--- src/hw/dbad_pkg.sv ---
package dbad_pkg;
   // apb register byte offsets
   localparam logic [11:0] WIN_CFG_ADDR = 12'h000;
   localparam logic [11:0] PORT_CFG_ADDR = 12'h004;
   localparam logic [11:0] STATUS_ADDR = 12'h008;
   // window configuration fields
   localparam int WIN_LOWER_POS = 0;
   localparam int WIN_UPPER_POS = 8;
   localparam int WIN_SEG_POS = 16;
   localparam int WIN_HALF_POS = 18;
   // parity port configuration fields
   localparam int PORT_LOW_POS = 0;
   localparam int PORT_B6HI_POS = 4;
   localparam int PORT_B6LO_POS = 5;
   localparam int PORT_HIGH_POS = 6;
   // status fields
   localparam int STAT_ROW_POS = 0;
   localparam int STAT_BSEL_POS = 8;
   localparam int STAT_PSEL_POS = 9;
   localparam int STAT_PROT_POS = 10;
   localparam int STAT_REF_POS = 11;
   // reset values
   localparam logic [7:0] LOWER_RST = 8'h00;
   localparam logic [7:0] UPPER_RST = 8'hFF;
   localparam logic [1:0] SEG_RST = 2'h0;
   localparam logic HALF_RST = 1'b0;
   localparam logic [3:0] PORT_LOW_RST = 4'h0;
   localparam logic [7:0] PORT_HIGH_RST = 8'h00;
   // refresh counter shape
   localparam int REF_STAGES = 2;
   localparam int REF_STAGE_W = 4;
   // timing
   localparam int CLK_MHZ = 40;
   localparam int REF_DELAY_NS = 20;
   localparam int REF_DELAY_CYC_I = (REF_DELAY_NS * CLK_MHZ + 999) / 1000;
   localparam logic [3:0] REF_DELAY_CYC = (REF_DELAY_CYC_I < 1) ? 4'h1 : 4'(REF_DELAY_CYC_I);
   // refresh sequencer states
   typedef enum logic [2:0] {
      REF_IDLE = 3'b001,
      REF_WAIT = 3'b010,
      REF_RUN = 3'b100
   } dbad_ref_st_t;
endpackage : dbad_pkg

--- src/hw/dbad_ref_if.sv ---
`timescale 1ns/1ps
interface dbad_ref_if;
   logic countPulse;
   logic [7:0] rowCount;
   modport ctrl (output countPulse, input rowCount);
   modport cnt (input countPulse, output rowCount);
endinterface : dbad_ref_if

--- src/hw/dbad_top.sv ---
`timescale 1ns/1ps
// Functional notes
// invert address bit 0, pass it with byte-high enable to data control
// invert address bits 1..16, multiplex them onto eight memory address outputs
// row group bits 1-7,15; column group bits 9-14,8,16
// row/column control picks which group drives the memory address
// port select: bits 0..3 low if jumper fitted, high if not
// port select needs address bits 4, 5 and 7 low
// port select: bit 6 high with first jumper, low with second
// port select: bits 8..15 low if jumper fitted, else ignored
// board select needs bits 14..21 between lower and upper bounds
// board select needs bits 22, 23 matching segment settings
// bounds count 16K units up to 4M; top bits pick segment
// chip row from bit 17 and half/full setting, forwarded for readback
// during refresh drive inverted refresh count as row address
// refresh counter advances once per count pulse
// refresh counter is two cascaded four-bit stages
// about 20 ns after refresh pulse swap the address enables
// protection inhibits read and write but keeps refresh running
// array is four rows of 64K chips, 512K bytes
// byte or word transfers chosen by byte-high enable and bit 0
// master supplies at least nineteen and up to 24 address lines
// names ending in slash are active low
// board select needs window and segment match, gated by protection
module dbad_top #(
   parameter int ADDR_W = 12,
   parameter int BUS_AW = 24
) (
   input wire logic clk,
   input wire logic rst_n,
   input wire logic psel,
   input wire logic penable,
   input wire logic pwrite,
   input wire logic [ADDR_W-1:0] paddr,
   input wire logic [31:0] pwdata,
   output logic [31:0] prdata,
   output logic pready,
   output logic pslverr,
   input wire logic [BUS_AW-1:0] busAddrN,
   input wire logic byteHighEnableN,
   input wire logic protectRequestN,
   input wire logic rowColSel,
   input wire logic refreshPulse,
   input wire logic refreshEnd,
   output logic [7:0] memoryAddressOut,
   output logic addressBit0True,
   output logic byteHighEnableOutN,
   output logic boardSelectN,
   output logic parityPortSelect,
   output logic [3:0] chipRowSelect,
   output logic rowAddrBit17,
   output logic halfFullOut,
   output logic refreshAddressEnableN,
   output logic normalAddressEnableN,
   output logic protectActive
);
   typedef struct packed {
      logic [BUS_AW-1:0] addrS1;
      logic [BUS_AW-1:0] addrS2;
      logic byteHiS1;
      logic byteHiS2;
      logic protS1;
      logic protS2;
      dbad_pkg::dbad_ref_st_t refSt;
      logic [3:0] dlyCnt;
      logic [7:0] memAddr;
      logic adr0;
      logic byteHiOutN;
      logic bselN;
      logic portSel;
      logic [3:0] rowSel;
      logic rowBit17;
      logic halfOut;
      logic refEnN;
      logic normEnN;
      logic protect;
      logic [7:0] lower;
      logic [7:0] upper;
      logic [1:0] seg;
      logic half;
      logic [3:0] portLow;
      logic port6Hi;
      logic port6Lo;
      logic [7:0] portHigh;
      logic [31:0] rdata;
      logic ready;
      logic slverr;
   } dbad_state_t;

   dbad_state_t st_r;
   dbad_state_t st_nxt;
   dbad_ref_if rc ();
   logic [BUS_AW-1:0] addrTrue;
   logic [7:0] rowGrp;
   logic [7:0] colGrp;
   logic [7:0] winVal;
   logic winHit;
   logic portHit;
   logic refOn;

   ////////////////////////////////////////////////////////////////
   // window test: 16K-unit bounds inside one 4M segment
   function automatic logic inWindow(input logic [7:0] v, input logic [7:0] lo, input logic [7:0] hi,
                                     input logic [1:0] top, input logic [1:0] seg);
      inWindow = (v >= lo) && (v <= hi) && (top == seg);
   endfunction : inWindow

   // parity port address match against the jumper settings
   function automatic logic portMatch(input logic [15:0] a, input logic [3:0] lowJ, input logic b6Hi,
                                      input logic b6Lo, input logic [7:0] highJ);
      logic ok;
      ok = ((a[3:0] ^ lowJ) == 4'hF);
      ok = ok && !a[4] && !a[5] && !a[7];
      ok = ok && !(b6Hi && !a[6]) && !(b6Lo && a[6]);
      ok = ok && ((a[15:8] & highJ) == 8'h00);
      portMatch = ok;
   endfunction : portMatch

   ////////////////////////////////////////////////////////////////
   // address groups, taken from the synchronised true-polarity address
   assign addrTrue = st_r.addrS2;
   assign rowGrp = {addrTrue[15], addrTrue[7:1]};
   assign colGrp = {addrTrue[16], addrTrue[8], addrTrue[14:9]};
   assign winVal = addrTrue[21:14];
   assign winHit = inWindow(winVal, st_r.lower, st_r.upper, addrTrue[23:22], st_r.seg);
   assign portHit = portMatch(addrTrue[15:0], st_r.portLow, st_r.port6Hi, st_r.port6Lo, st_r.portHigh);
   assign rc.countPulse = refreshPulse;

   dbad_refresh_counter #(
      .STAGES(dbad_pkg::REF_STAGES),
      .STAGE_W(dbad_pkg::REF_STAGE_W)
   ) uCounter (
      .clk(clk),
      .rst_n(rst_n),
      .rc(rc)
   );

   ////////////////////////////////////////////////////////////////
   always_comb begin
      st_nxt = st_r;
      refOn = 1'b0;
      // address, byte-high and protect pins cross in through two flops; bus lines inverted on entry
      st_nxt.addrS1 = ~busAddrN;
      st_nxt.addrS2 = st_r.addrS1;
      st_nxt.byteHiS1 = byteHighEnableN;
      st_nxt.byteHiS2 = st_r.byteHiS1;
      st_nxt.protS1 = protectRequestN;
      st_nxt.protS2 = st_r.protS1;

      // refresh sequencer: delay after the pulse, then hold until end
      case (st_r.refSt)
         dbad_pkg::REF_IDLE: begin
            if (refreshPulse) begin
               st_nxt.dlyCnt = 4'(dbad_pkg::REF_DELAY_CYC - 4'h1);
               st_nxt.refSt = (dbad_pkg::REF_DELAY_CYC == 4'h1) ? dbad_pkg::REF_RUN : dbad_pkg::REF_WAIT;
            end
         end
         dbad_pkg::REF_WAIT: begin
            if (st_r.dlyCnt <= 4'h1) begin
               st_nxt.refSt = dbad_pkg::REF_RUN;
            end else begin
               st_nxt.dlyCnt = 4'(st_r.dlyCnt - 4'h1);
            end
         end
         dbad_pkg::REF_RUN: begin
            if (refreshEnd) begin
               st_nxt.refSt = dbad_pkg::REF_IDLE;
            end
         end
         default: begin
            st_nxt.refSt = dbad_pkg::REF_IDLE;
         end
      endcase
      refOn = (st_nxt.refSt == dbad_pkg::REF_RUN);
      st_nxt.refEnN = !refOn;
      st_nxt.normEnN = refOn;

      // memory address mux; refresh row address goes out inverted
      if (refOn) begin
         st_nxt.memAddr = ~rc.rowCount;
      end else if (rowColSel) begin
         st_nxt.memAddr = rowGrp;
      end else begin
         st_nxt.memAddr = colGrp;
      end

      // protection latches at the end of a refresh, so refresh keeps going
      if (refreshEnd) begin
         st_nxt.protect = !st_r.protS2;
      end

      // selects and data-control pass-through
      st_nxt.adr0 = addrTrue[0];
      st_nxt.byteHiOutN = st_r.byteHiS2;
      st_nxt.bselN = !(winHit && !st_r.protect);
      st_nxt.portSel = portHit;
      st_nxt.rowSel = 4'h1 << {st_r.half, addrTrue[17]};
      st_nxt.rowBit17 = addrTrue[17];
      st_nxt.halfOut = st_r.half;

      // apb: ready comes one cycle after setup, so every access has one wait-free access phase
      st_nxt.ready = psel && !penable && !st_r.ready;
      if (psel && !penable) begin
         st_nxt.slverr = 1'b0;
         st_nxt.rdata = 32'h0000_0000;
         if (paddr == ADDR_W'(dbad_pkg::WIN_CFG_ADDR)) begin
            st_nxt.rdata[dbad_pkg::WIN_LOWER_POS +: 8] = st_r.lower;
            st_nxt.rdata[dbad_pkg::WIN_UPPER_POS +: 8] = st_r.upper;
            st_nxt.rdata[dbad_pkg::WIN_SEG_POS +: 2] = st_r.seg;
            st_nxt.rdata[dbad_pkg::WIN_HALF_POS] = st_r.half;
         end else if (paddr == ADDR_W'(dbad_pkg::PORT_CFG_ADDR)) begin
            st_nxt.rdata[dbad_pkg::PORT_LOW_POS +: 4] = st_r.portLow;
            st_nxt.rdata[dbad_pkg::PORT_B6HI_POS] = st_r.port6Hi;
            st_nxt.rdata[dbad_pkg::PORT_B6LO_POS] = st_r.port6Lo;
            st_nxt.rdata[dbad_pkg::PORT_HIGH_POS +: 8] = st_r.portHigh;
         end else if (paddr == ADDR_W'(dbad_pkg::STATUS_ADDR)) begin
            st_nxt.rdata[dbad_pkg::STAT_ROW_POS +: 8] = rc.rowCount;
            st_nxt.rdata[dbad_pkg::STAT_BSEL_POS] = !st_r.bselN;
            st_nxt.rdata[dbad_pkg::STAT_PSEL_POS] = st_r.portSel;
            st_nxt.rdata[dbad_pkg::STAT_PROT_POS] = st_r.protect;
            st_nxt.rdata[dbad_pkg::STAT_REF_POS] = !st_r.refEnN;
         end else begin
            st_nxt.slverr = 1'b1; // unmapped
         end
      end
      // writes land only at the completing edge
      if (psel && penable && st_r.ready && pwrite && !st_r.slverr) begin
         if (paddr == ADDR_W'(dbad_pkg::WIN_CFG_ADDR)) begin
            st_nxt.lower = pwdata[dbad_pkg::WIN_LOWER_POS +: 8];
            st_nxt.upper = pwdata[dbad_pkg::WIN_UPPER_POS +: 8];
            st_nxt.seg = pwdata[dbad_pkg::WIN_SEG_POS +: 2];
            st_nxt.half = pwdata[dbad_pkg::WIN_HALF_POS];
         end else if (paddr == ADDR_W'(dbad_pkg::PORT_CFG_ADDR)) begin
            st_nxt.portLow = pwdata[dbad_pkg::PORT_LOW_POS +: 4];
            st_nxt.port6Hi = pwdata[dbad_pkg::PORT_B6HI_POS];
            st_nxt.port6Lo = pwdata[dbad_pkg::PORT_B6LO_POS];
            st_nxt.portHigh = pwdata[dbad_pkg::PORT_HIGH_POS +: 8];
         end
      end
   end

   ////////////////////////////////////////////////////////////////
   always_ff @(posedge clk or negedge rst_n) begin
      if (!rst_n) begin
         st_r <= '0;
         st_r.addrS1 <= '0;
         st_r.byteHiS1 <= 1'b1;
         st_r.byteHiS2 <= 1'b1;
         st_r.protS1 <= 1'b1;
         st_r.protS2 <= 1'b1;
         st_r.refSt <= dbad_pkg::REF_IDLE;
         st_r.byteHiOutN <= 1'b1;
         st_r.bselN <= 1'b1;
         st_r.rowSel <= 4'h1;
         st_r.refEnN <= 1'b1;
         st_r.lower <= dbad_pkg::LOWER_RST;
         st_r.upper <= dbad_pkg::UPPER_RST;
         st_r.seg <= dbad_pkg::SEG_RST;
         st_r.half <= dbad_pkg::HALF_RST;
         st_r.portLow <= dbad_pkg::PORT_LOW_RST;
         st_r.portHigh <= dbad_pkg::PORT_HIGH_RST;
      end else begin
         st_r <= st_nxt;
      end
   end

   // every output straight from the state flops
   assign memoryAddressOut = st_r.memAddr;
   assign addressBit0True = st_r.adr0;
   assign byteHighEnableOutN = st_r.byteHiOutN;
   assign boardSelectN = st_r.bselN;
   assign parityPortSelect = st_r.portSel;
   assign chipRowSelect = st_r.rowSel;
   assign rowAddrBit17 = st_r.rowBit17;
   assign halfFullOut = st_r.halfOut;
   assign refreshAddressEnableN = st_r.refEnN;
   assign normalAddressEnableN = st_r.normEnN;
   assign protectActive = st_r.protect;
   assign prdata = st_r.rdata;
   assign pready = st_r.ready;
   assign pslverr = st_r.slverr;

   ////////////////////////////////////////////////////////////////
   localparam int REF_WAIT_MAX = 3;

   a_row_group: assert property (@(posedge clk) disable iff (!rst_n)
      (!normalAddressEnableN && $past(rowColSel)) |-> memoryAddressOut == $past(rowGrp))
      else $error("row group not on memory address");
   a_col_group: assert property (@(posedge clk) disable iff (!rst_n)
      (!normalAddressEnableN && !$past(rowColSel)) |-> memoryAddressOut == $past(colGrp))
      else $error("column group not on memory address");
   a_refresh_addr: assert property (@(posedge clk) disable iff (!rst_n)
      !refreshAddressEnableN |-> memoryAddressOut == ~$past(rc.rowCount))
      else $error("refresh row not driven inverted");
   a_refresh_delay: assert property (@(posedge clk) disable iff (!rst_n)
      (refreshPulse && st_r.refSt == dbad_pkg::REF_IDLE) |-> ##[1:REF_WAIT_MAX] !refreshAddressEnableN)
      else $error("refresh enable late after pulse");
   a_enable_pair: assert property (@(posedge clk) disable iff (!rst_n)
      refreshAddressEnableN != normalAddressEnableN)
      else $error("address enables not complementary");
   a_port_fixed: assert property (@(posedge clk) disable iff (!rst_n)
      parityPortSelect |-> !$past(addrTrue[4]) && !$past(addrTrue[5]) && !$past(addrTrue[7]))
      else $error("port select with bit 4, 5 or 7 high");
   a_window_bounds: assert property (@(posedge clk) disable iff (!rst_n)
      !boardSelectN |-> ($past(winVal) >= $past(st_r.lower)) && ($past(winVal) <= $past(st_r.upper)))
      else $error("board select outside window");
   a_protect_gate: assert property (@(posedge clk) disable iff (!rst_n)
      protectActive |=> boardSelectN)
      else $error("board selected while protected");
   a_row_onehot: assert property (@(posedge clk) disable iff (!rst_n)
      $onehot(chipRowSelect) && (rowAddrBit17 == $past(addrTrue[17])))
      else $error("chip row select not one-hot or bit 17 stale");
   a_apb_ready: assert property (@(posedge clk) disable iff (!rst_n)
      (psel && !penable && !pready) |=> pready ##1 !pready)
      else $error("apb ready not a single cycle after setup");

   // select details, held against the configuration in force at the deciding edge
   a_port_low_bits: assert property (@(posedge clk) disable iff (!rst_n)
      parityPortSelect |-> (($past(addrTrue[3:0]) ^ $past(st_r.portLow)) == 4'hF))
      else $error("port select with a low address bit at the wrong level");
   a_port_bit6: assert property (@(posedge clk) disable iff (!rst_n)
      parityPortSelect |-> !($past(st_r.port6Hi) && !$past(addrTrue[6]))
         && !($past(st_r.port6Lo) && $past(addrTrue[6])))
      else $error("port select with bit 6 at the wrong level");
   a_port_high_byte: assert property (@(posedge clk) disable iff (!rst_n)
      parityPortSelect |-> (($past(addrTrue[15:8]) & $past(st_r.portHigh)) == 8'h00))
      else $error("port select with a fitted high bit set");
   a_segment_match: assert property (@(posedge clk) disable iff (!rst_n)
      !boardSelectN |-> $past(addrTrue[23:22]) == $past(st_r.seg))
      else $error("board select in the wrong segment");
   a_bit0_true: assert property (@(posedge clk) disable iff (!rst_n)
      addressBit0True == $past(addrTrue[0]))
      else $error("address bit 0 not passed through true");
   a_byte_high_pass: assert property (@(posedge clk) disable iff (!rst_n)
      byteHighEnableOutN == $past(st_r.byteHiS2))
      else $error("byte-high enable not passed through");
   a_row_index: assert property (@(posedge clk) disable iff (!rst_n)
      chipRowSelect == (4'h1 << {$past(st_r.half), $past(addrTrue[17])}))
      else $error("chip row does not follow half setting and bit 17");
   a_protect_load: assert property (@(posedge clk) disable iff (!rst_n)
      refreshEnd |=> protectActive == !$past(st_r.protS2))
      else $error("protection not loaded at refresh end");
   a_protect_hold: assert property (@(posedge clk) disable iff (!rst_n)
      !refreshEnd |=> $stable(protectActive))
      else $error("protection changed outside a refresh end");
endmodule : dbad_top

--- src/hw/dbad_refresh_counter.sv ---
`timescale 1ns/1ps
module dbad_refresh_counter #(
   parameter int STAGES = dbad_pkg::REF_STAGES,
   parameter int STAGE_W = dbad_pkg::REF_STAGE_W
) (
   input wire logic clk,
   input wire logic rst_n,
   dbad_ref_if.cnt rc
);
   typedef struct packed {
      logic [STAGES-1:0][STAGE_W-1:0] stage;
   } dbad_cnt_state_t;

   dbad_cnt_state_t st_r;
   dbad_cnt_state_t st_nxt;
   logic [STAGES:0] carry;

   ////////////////////////////////////////////////////////////////
   // ripple carry between cascaded stages
   assign carry[0] = rc.countPulse;
   genvar g;
   generate
      for (g = 0; g < STAGES; g++) begin : gStage
         assign carry[g+1] = carry[g] & (&st_r.stage[g]);
      end
   endgenerate

   // each stage adds its incoming carry
   always_comb begin
      st_nxt = st_r;
      for (int i = 0; i < STAGES; i++) begin
         st_nxt.stage[i] = STAGE_W'(st_r.stage[i] + {{(STAGE_W-1){1'b0}}, carry[i]});
      end
   end

   always_ff @(posedge clk or negedge rst_n) begin
      if (!rst_n) begin
         st_r <= '0;
      end else begin
         st_r <= st_nxt;
      end
   end

   assign rc.rowCount = st_r.stage;

   ////////////////////////////////////////////////////////////////
   a_counter_step: assert property (@(posedge clk) disable iff (!rst_n)
      rc.countPulse |=> rc.rowCount == 8'($past(rc.rowCount) + 8'h01))
      else $error("refresh row counter did not advance by one");
   a_counter_hold: assert property (@(posedge clk) disable iff (!rst_n)
      !rc.countPulse |=> rc.rowCount == $past(rc.rowCount))
      else $error("refresh row counter moved without a count pulse");
endmodule : dbad_refresh_counter

--- config.mk ---
export PLATFORM = sky130hd
export DESIGN_NAME = dbad_top
export DESIGN_NICKNAME = d
export VERILOG_FILES = /design/src/hw/dbad_pkg.sv /design/src/hw/dbad_ref_if.sv /design/src/hw/dbad_top.sv /design/src/hw/dbad_refresh_counter.sv
export SDC_FILE = /design/constraint.sdc
export NUM_CORES = 1
export LEC_CHECK = 0
export ABC_CLOCK_PERIOD_IN_PS = 4300
export BUFFER_PORTS_ARGS = -buffer_cell sky130_fd_sc_hd__buf_2
export CAP_MARGIN = 10
export CORE_ASPECT_RATIO = 1.5
export CORE_UTILIZATION = 50
export DETAILED_ROUTE_END_ITERATION = 10
export GPL_TIMING_DRIVEN = 0
export PLACE_DENSITY_LB_ADDON = 0.12
export SYNTH_ARGS = -nofsm -noshare
export SYNTH_HDL_FRONTEND = slang
export SYNTH_SLANG_ARGS = --single-unit
--- constraint.sdc ---
create_clock -name clk -period 4.3 [get_ports clk]
set_input_delay 0.645 -clock clk [delete_from_list [all_inputs] [get_ports clk]]
set_output_delay 0.645 -clock clk [all_outputs]
set_load 0.03 [all_outputs]
==> impl_metrics.yaml <==
layout:
  fin_util_pct: 63.8
  drive_above_1_share_pct: 37.6
  regArea_um2: 3570
  fin_nets: 725
  antenna_cells: 0
  fillers: 936
  multi_input_area_um2: 1940
  synthToLayoutAreaGrowth_pct: 22.4
sta:
  hold_viol: 0
  final.setup_skew_ns: 0.00573
  setup_viol: 0
  post-route-period-util_pct: 53.9
  timing.fmax_ghz: 0.432
  tns_ns: 0
  drv_slew: 0
  period_minus_slack_ns: 2.32
  worst_slew_pin_slew_ns: 0.704
  maxSlewHeadroom_pct: 53.1
  grt_setup_unrepaired: "no"
synthesis:
  synth_top_area_cell: "dfrtp_1"
  yosys-top-cells-area: "dfrtp_1 51%, dfstp_2 7.4%, buf_4 5.4%"
  synth-xor-area-share_pct: 1.73
  muxShareOfSynthArea_pct: 9.70
  synth_top_family_by_area: "buffers and inverters"
  synth.avg_cell_area_um2: 12.4
  syn-instance-count: 489
  async_reset_ff_share_pct: 100
  ys_warn_count: 0
  yosysTopAreaCellShare_pct: 51.5
  synth.distinct_cells: 49
  synthFlopType: "dfrtp_1"
  seq_area_frac_synth_pct: 58.8
  synth_fa_ha_area_share_pct: 4.53
  synth_edf_count: 0
  synth_simple_gate_area_share_pct: 7.60
  synth_area_um2: 6070
  ys_ff_latch: 142
  synth_compound_area_share_pct: 7.62
setup_path:
  critPathKind: "primary input to register"
  slowest_stage: "nor3_4"
  startpoint: "paddr[5]"
  setup.worst_path.end_class: "register"
  reg2reg_slack_ns: 2.35
  crit_fanout: 10
  regToRegEndpoint: "st_r[65]$_DFFE_PN0P_"
  worst-r2r-cell-count: 4
  r2r_start: "pready$_DFF_PN0_"
  arrival_ns: 2.62
  critPathLaunchType: "primary input"
  worstPathCellList: "buf_2 > nor4_4 > nand4_4 > nor3_4 > buf_8 > mux2_4"
  cpPeakStageDelay_ns: 0.58
  required_ns: 4.60
clock_network:
  clock_latency_ns: 0.42
  post_cts.repair.setup_buffers: 0
  clk_path_buf_depth: 2
  cts_tree: "yes"
  numCtsBuffers: 17
  cts_resized: 0
  cts_hold_buf: 0
  root_buffer: "clkbuf_16"
  cts.sinks: 142
  htreeDepth: 4
  clkTransAtPathRegs_ns: 0.07
route:
  drt-wirelength-per-cell_um: 15.8
  first_pass_iters: 4
  routed_wl_um: 12400
  num_vias: 3868
  detail-route-antenna-nets: 0
  drc: 0
  drt_iter0_markers: 143
  vias_per_cell: 4.91
place:
  io_buffers: 104
  hpwlAfterDp_um: 9340
  gp_congestion: 0.857
grt:
  grtUsageTotal_pct: 21.2
  grt_max_degree: 79
  antenna_found_initial: 0
  grt-ovfl-total: 0
  grt_pass1_wl_um: 20000
  grt_pass1_vias: 3957
die:
  start_util_pct: 52.1
  num_io_pins: 133
  fp.dieW_um: 92.0
  die-area_um2: 12600
  design.core.area_um2: 11700
  fp-row-count: 48
  die_y_um: 137
pwr:
  powerDensity_nw_per_um2: 439
  ir_drop_uv: 296
  leakage_nw: 3.73
worst_hold_path:
  hold_path.class: "primary input to asynchronous set/reset pin"
outcome:
  outcome: "completed"
flow_run:
  maxCapViolations: 0
## critical path, delay by kind of cell
kind / cells / cell delay [ns]
multiplexers: 1 / 0.31
buffers and inverters: 2 / 0.36
AND/OR/NAND/NOR: 3 / 1.29
## kinds of logic (layout without fill, tap and decap cells)
| kind of cell | count (synthesis) | in the layout |
|---|---|---|
| AOI/OAI and AO/OA | 71 | 71 |
| xor gates and xnor gates | 12 | 12 |
| adders and majority gates | 22 | 22 |
| buffers and inverters | 111 | 248 |
| DFF | 142 | 142 |
| muxes | 51 | 51 |
| other | 1 | 13 |
| and+or+nand+nor | 79 | 79 |
## cells in the final DEF (no fill, tap or decap), types with 8 or more instances in the layout
| cell | instances |
|---|---|
| a21oi_1 | 10 |
| buf_2 | 104 |
| buf_4 | 44 |
| clkbuf_1 | 8 |
| clkbuf_16 | 17 |
| conb_1 | 13 |
| dfrtp_1 | 125 |
| dfstp_2 | 17 |
| ha_1 | 22 |
| inv_1 | 54 |
| mux2_2 | 23 |
| mux2_4 | 10 |
| mux2i_1 | 18 |
| nand2_1 | 28 |
| nor2_1 | 16 |
| o21ai_0 | 28 |
| o221ai_1 | 10 |
| o31ai_1 | 8 |
## Yosys cell counts (all sizes together), types with 9 or more instances
cell type / count
mux2: 33
mux2i: 18
o221ai: 10
nor2: 16
nand2: 28
inv: 54
o21ai: 28
dfrtp: 125
dfstp: 17
nand4: 9
a21oi: 10
ha: 22
buf: 49
## how the worst max path moves through the flow
stage / slack [ns] / endpoint / cells after the start
after CTS: 1.98 / st_r[65]$_DFFE_PN0P_ / 6
after global placement: 0.77 / st_nxt[117]$_DFF_PN0_ / 1
after floorplan: 2.07 / st_r[59]$_DFFE_PN0P_ / 5
after global routing: 1.91 / st_r[65]$_DFFE_PN0P_ / 6
final: 1.98 / st_r[65]$_DFFE_PN0P_ / 6
after detailed placement: 1.54 / st_r[65]$_DFFE_PN0P_ / 6
## stage by stage
step	worst slack, ns	hold WS, ns	power [W]	instance area, um2	instances
2_1_floorplan	2.07	0.331	0.00174	6120	501
3_3_place_gp	0.774	0.333	0.00188	6830	755
3_5_place_dp	1.54	0.335	0.00190	6860	756
4_1_cts	1.98	0.268	0.00330	7430	788
5_1_grt	1.91	0.301	0.00341	7430	788
6_report	1.98	0.222	0.00327	7430	788
## area by class of cell
cell class | count | share of cell area (%)
Tap cell | 150 | 2.52
Multi-Input combinational cell | 248 | 26.1
Buffer | 57 | 5.37
Inverter | 54 | 2.73
Clock inverter | 15 | 1.97
Timing Repair Buffer | 105 | 7.46
Clock buffer | 17 | 5.72
Sequential cell | 142 | 48.1
## registers in the layout, summed over array words and instances (netlist names)
register	flops
pready	1
boardSelectN	1
memoryAddressOut	8
addressBit0True	1
rowAddrBit17	1
chipRowSelect	4
addrTrue	24
normalAddressEnableN	1
st_r	40
halfFullOut	1
pslverr	1
prdata	19
uCounter.rc.rowCount	8
protectActive	1
st_nxt	28
refreshAddressEnableN	1
parityPortSelect	1
byteHighEnableOutN	1
## routing by layer
metal  vias to the layer above  part of all wire, %  global-route usage (%)
li1                       1875                    -                       -
met1                      1889                   41                    25.3
met2                        84                   53                    36.3
met3                        20                  3.6                    4.83
met4                         0                  2.3                    9.64
met5                         -                    0                       0
## report_power, final
group          switching, W  internal, W  leakage (nW)  total, W
Sequential        0.0000731      0.00143          1.76   0.00151
Clock              0.000631     0.000768         0.276   0.00140
Combinational      0.000212     0.000149          1.69  0.000361
Total              0.000916      0.00235          3.73   0.00327
No activity file was read; power rests on OpenSTA's default activity.
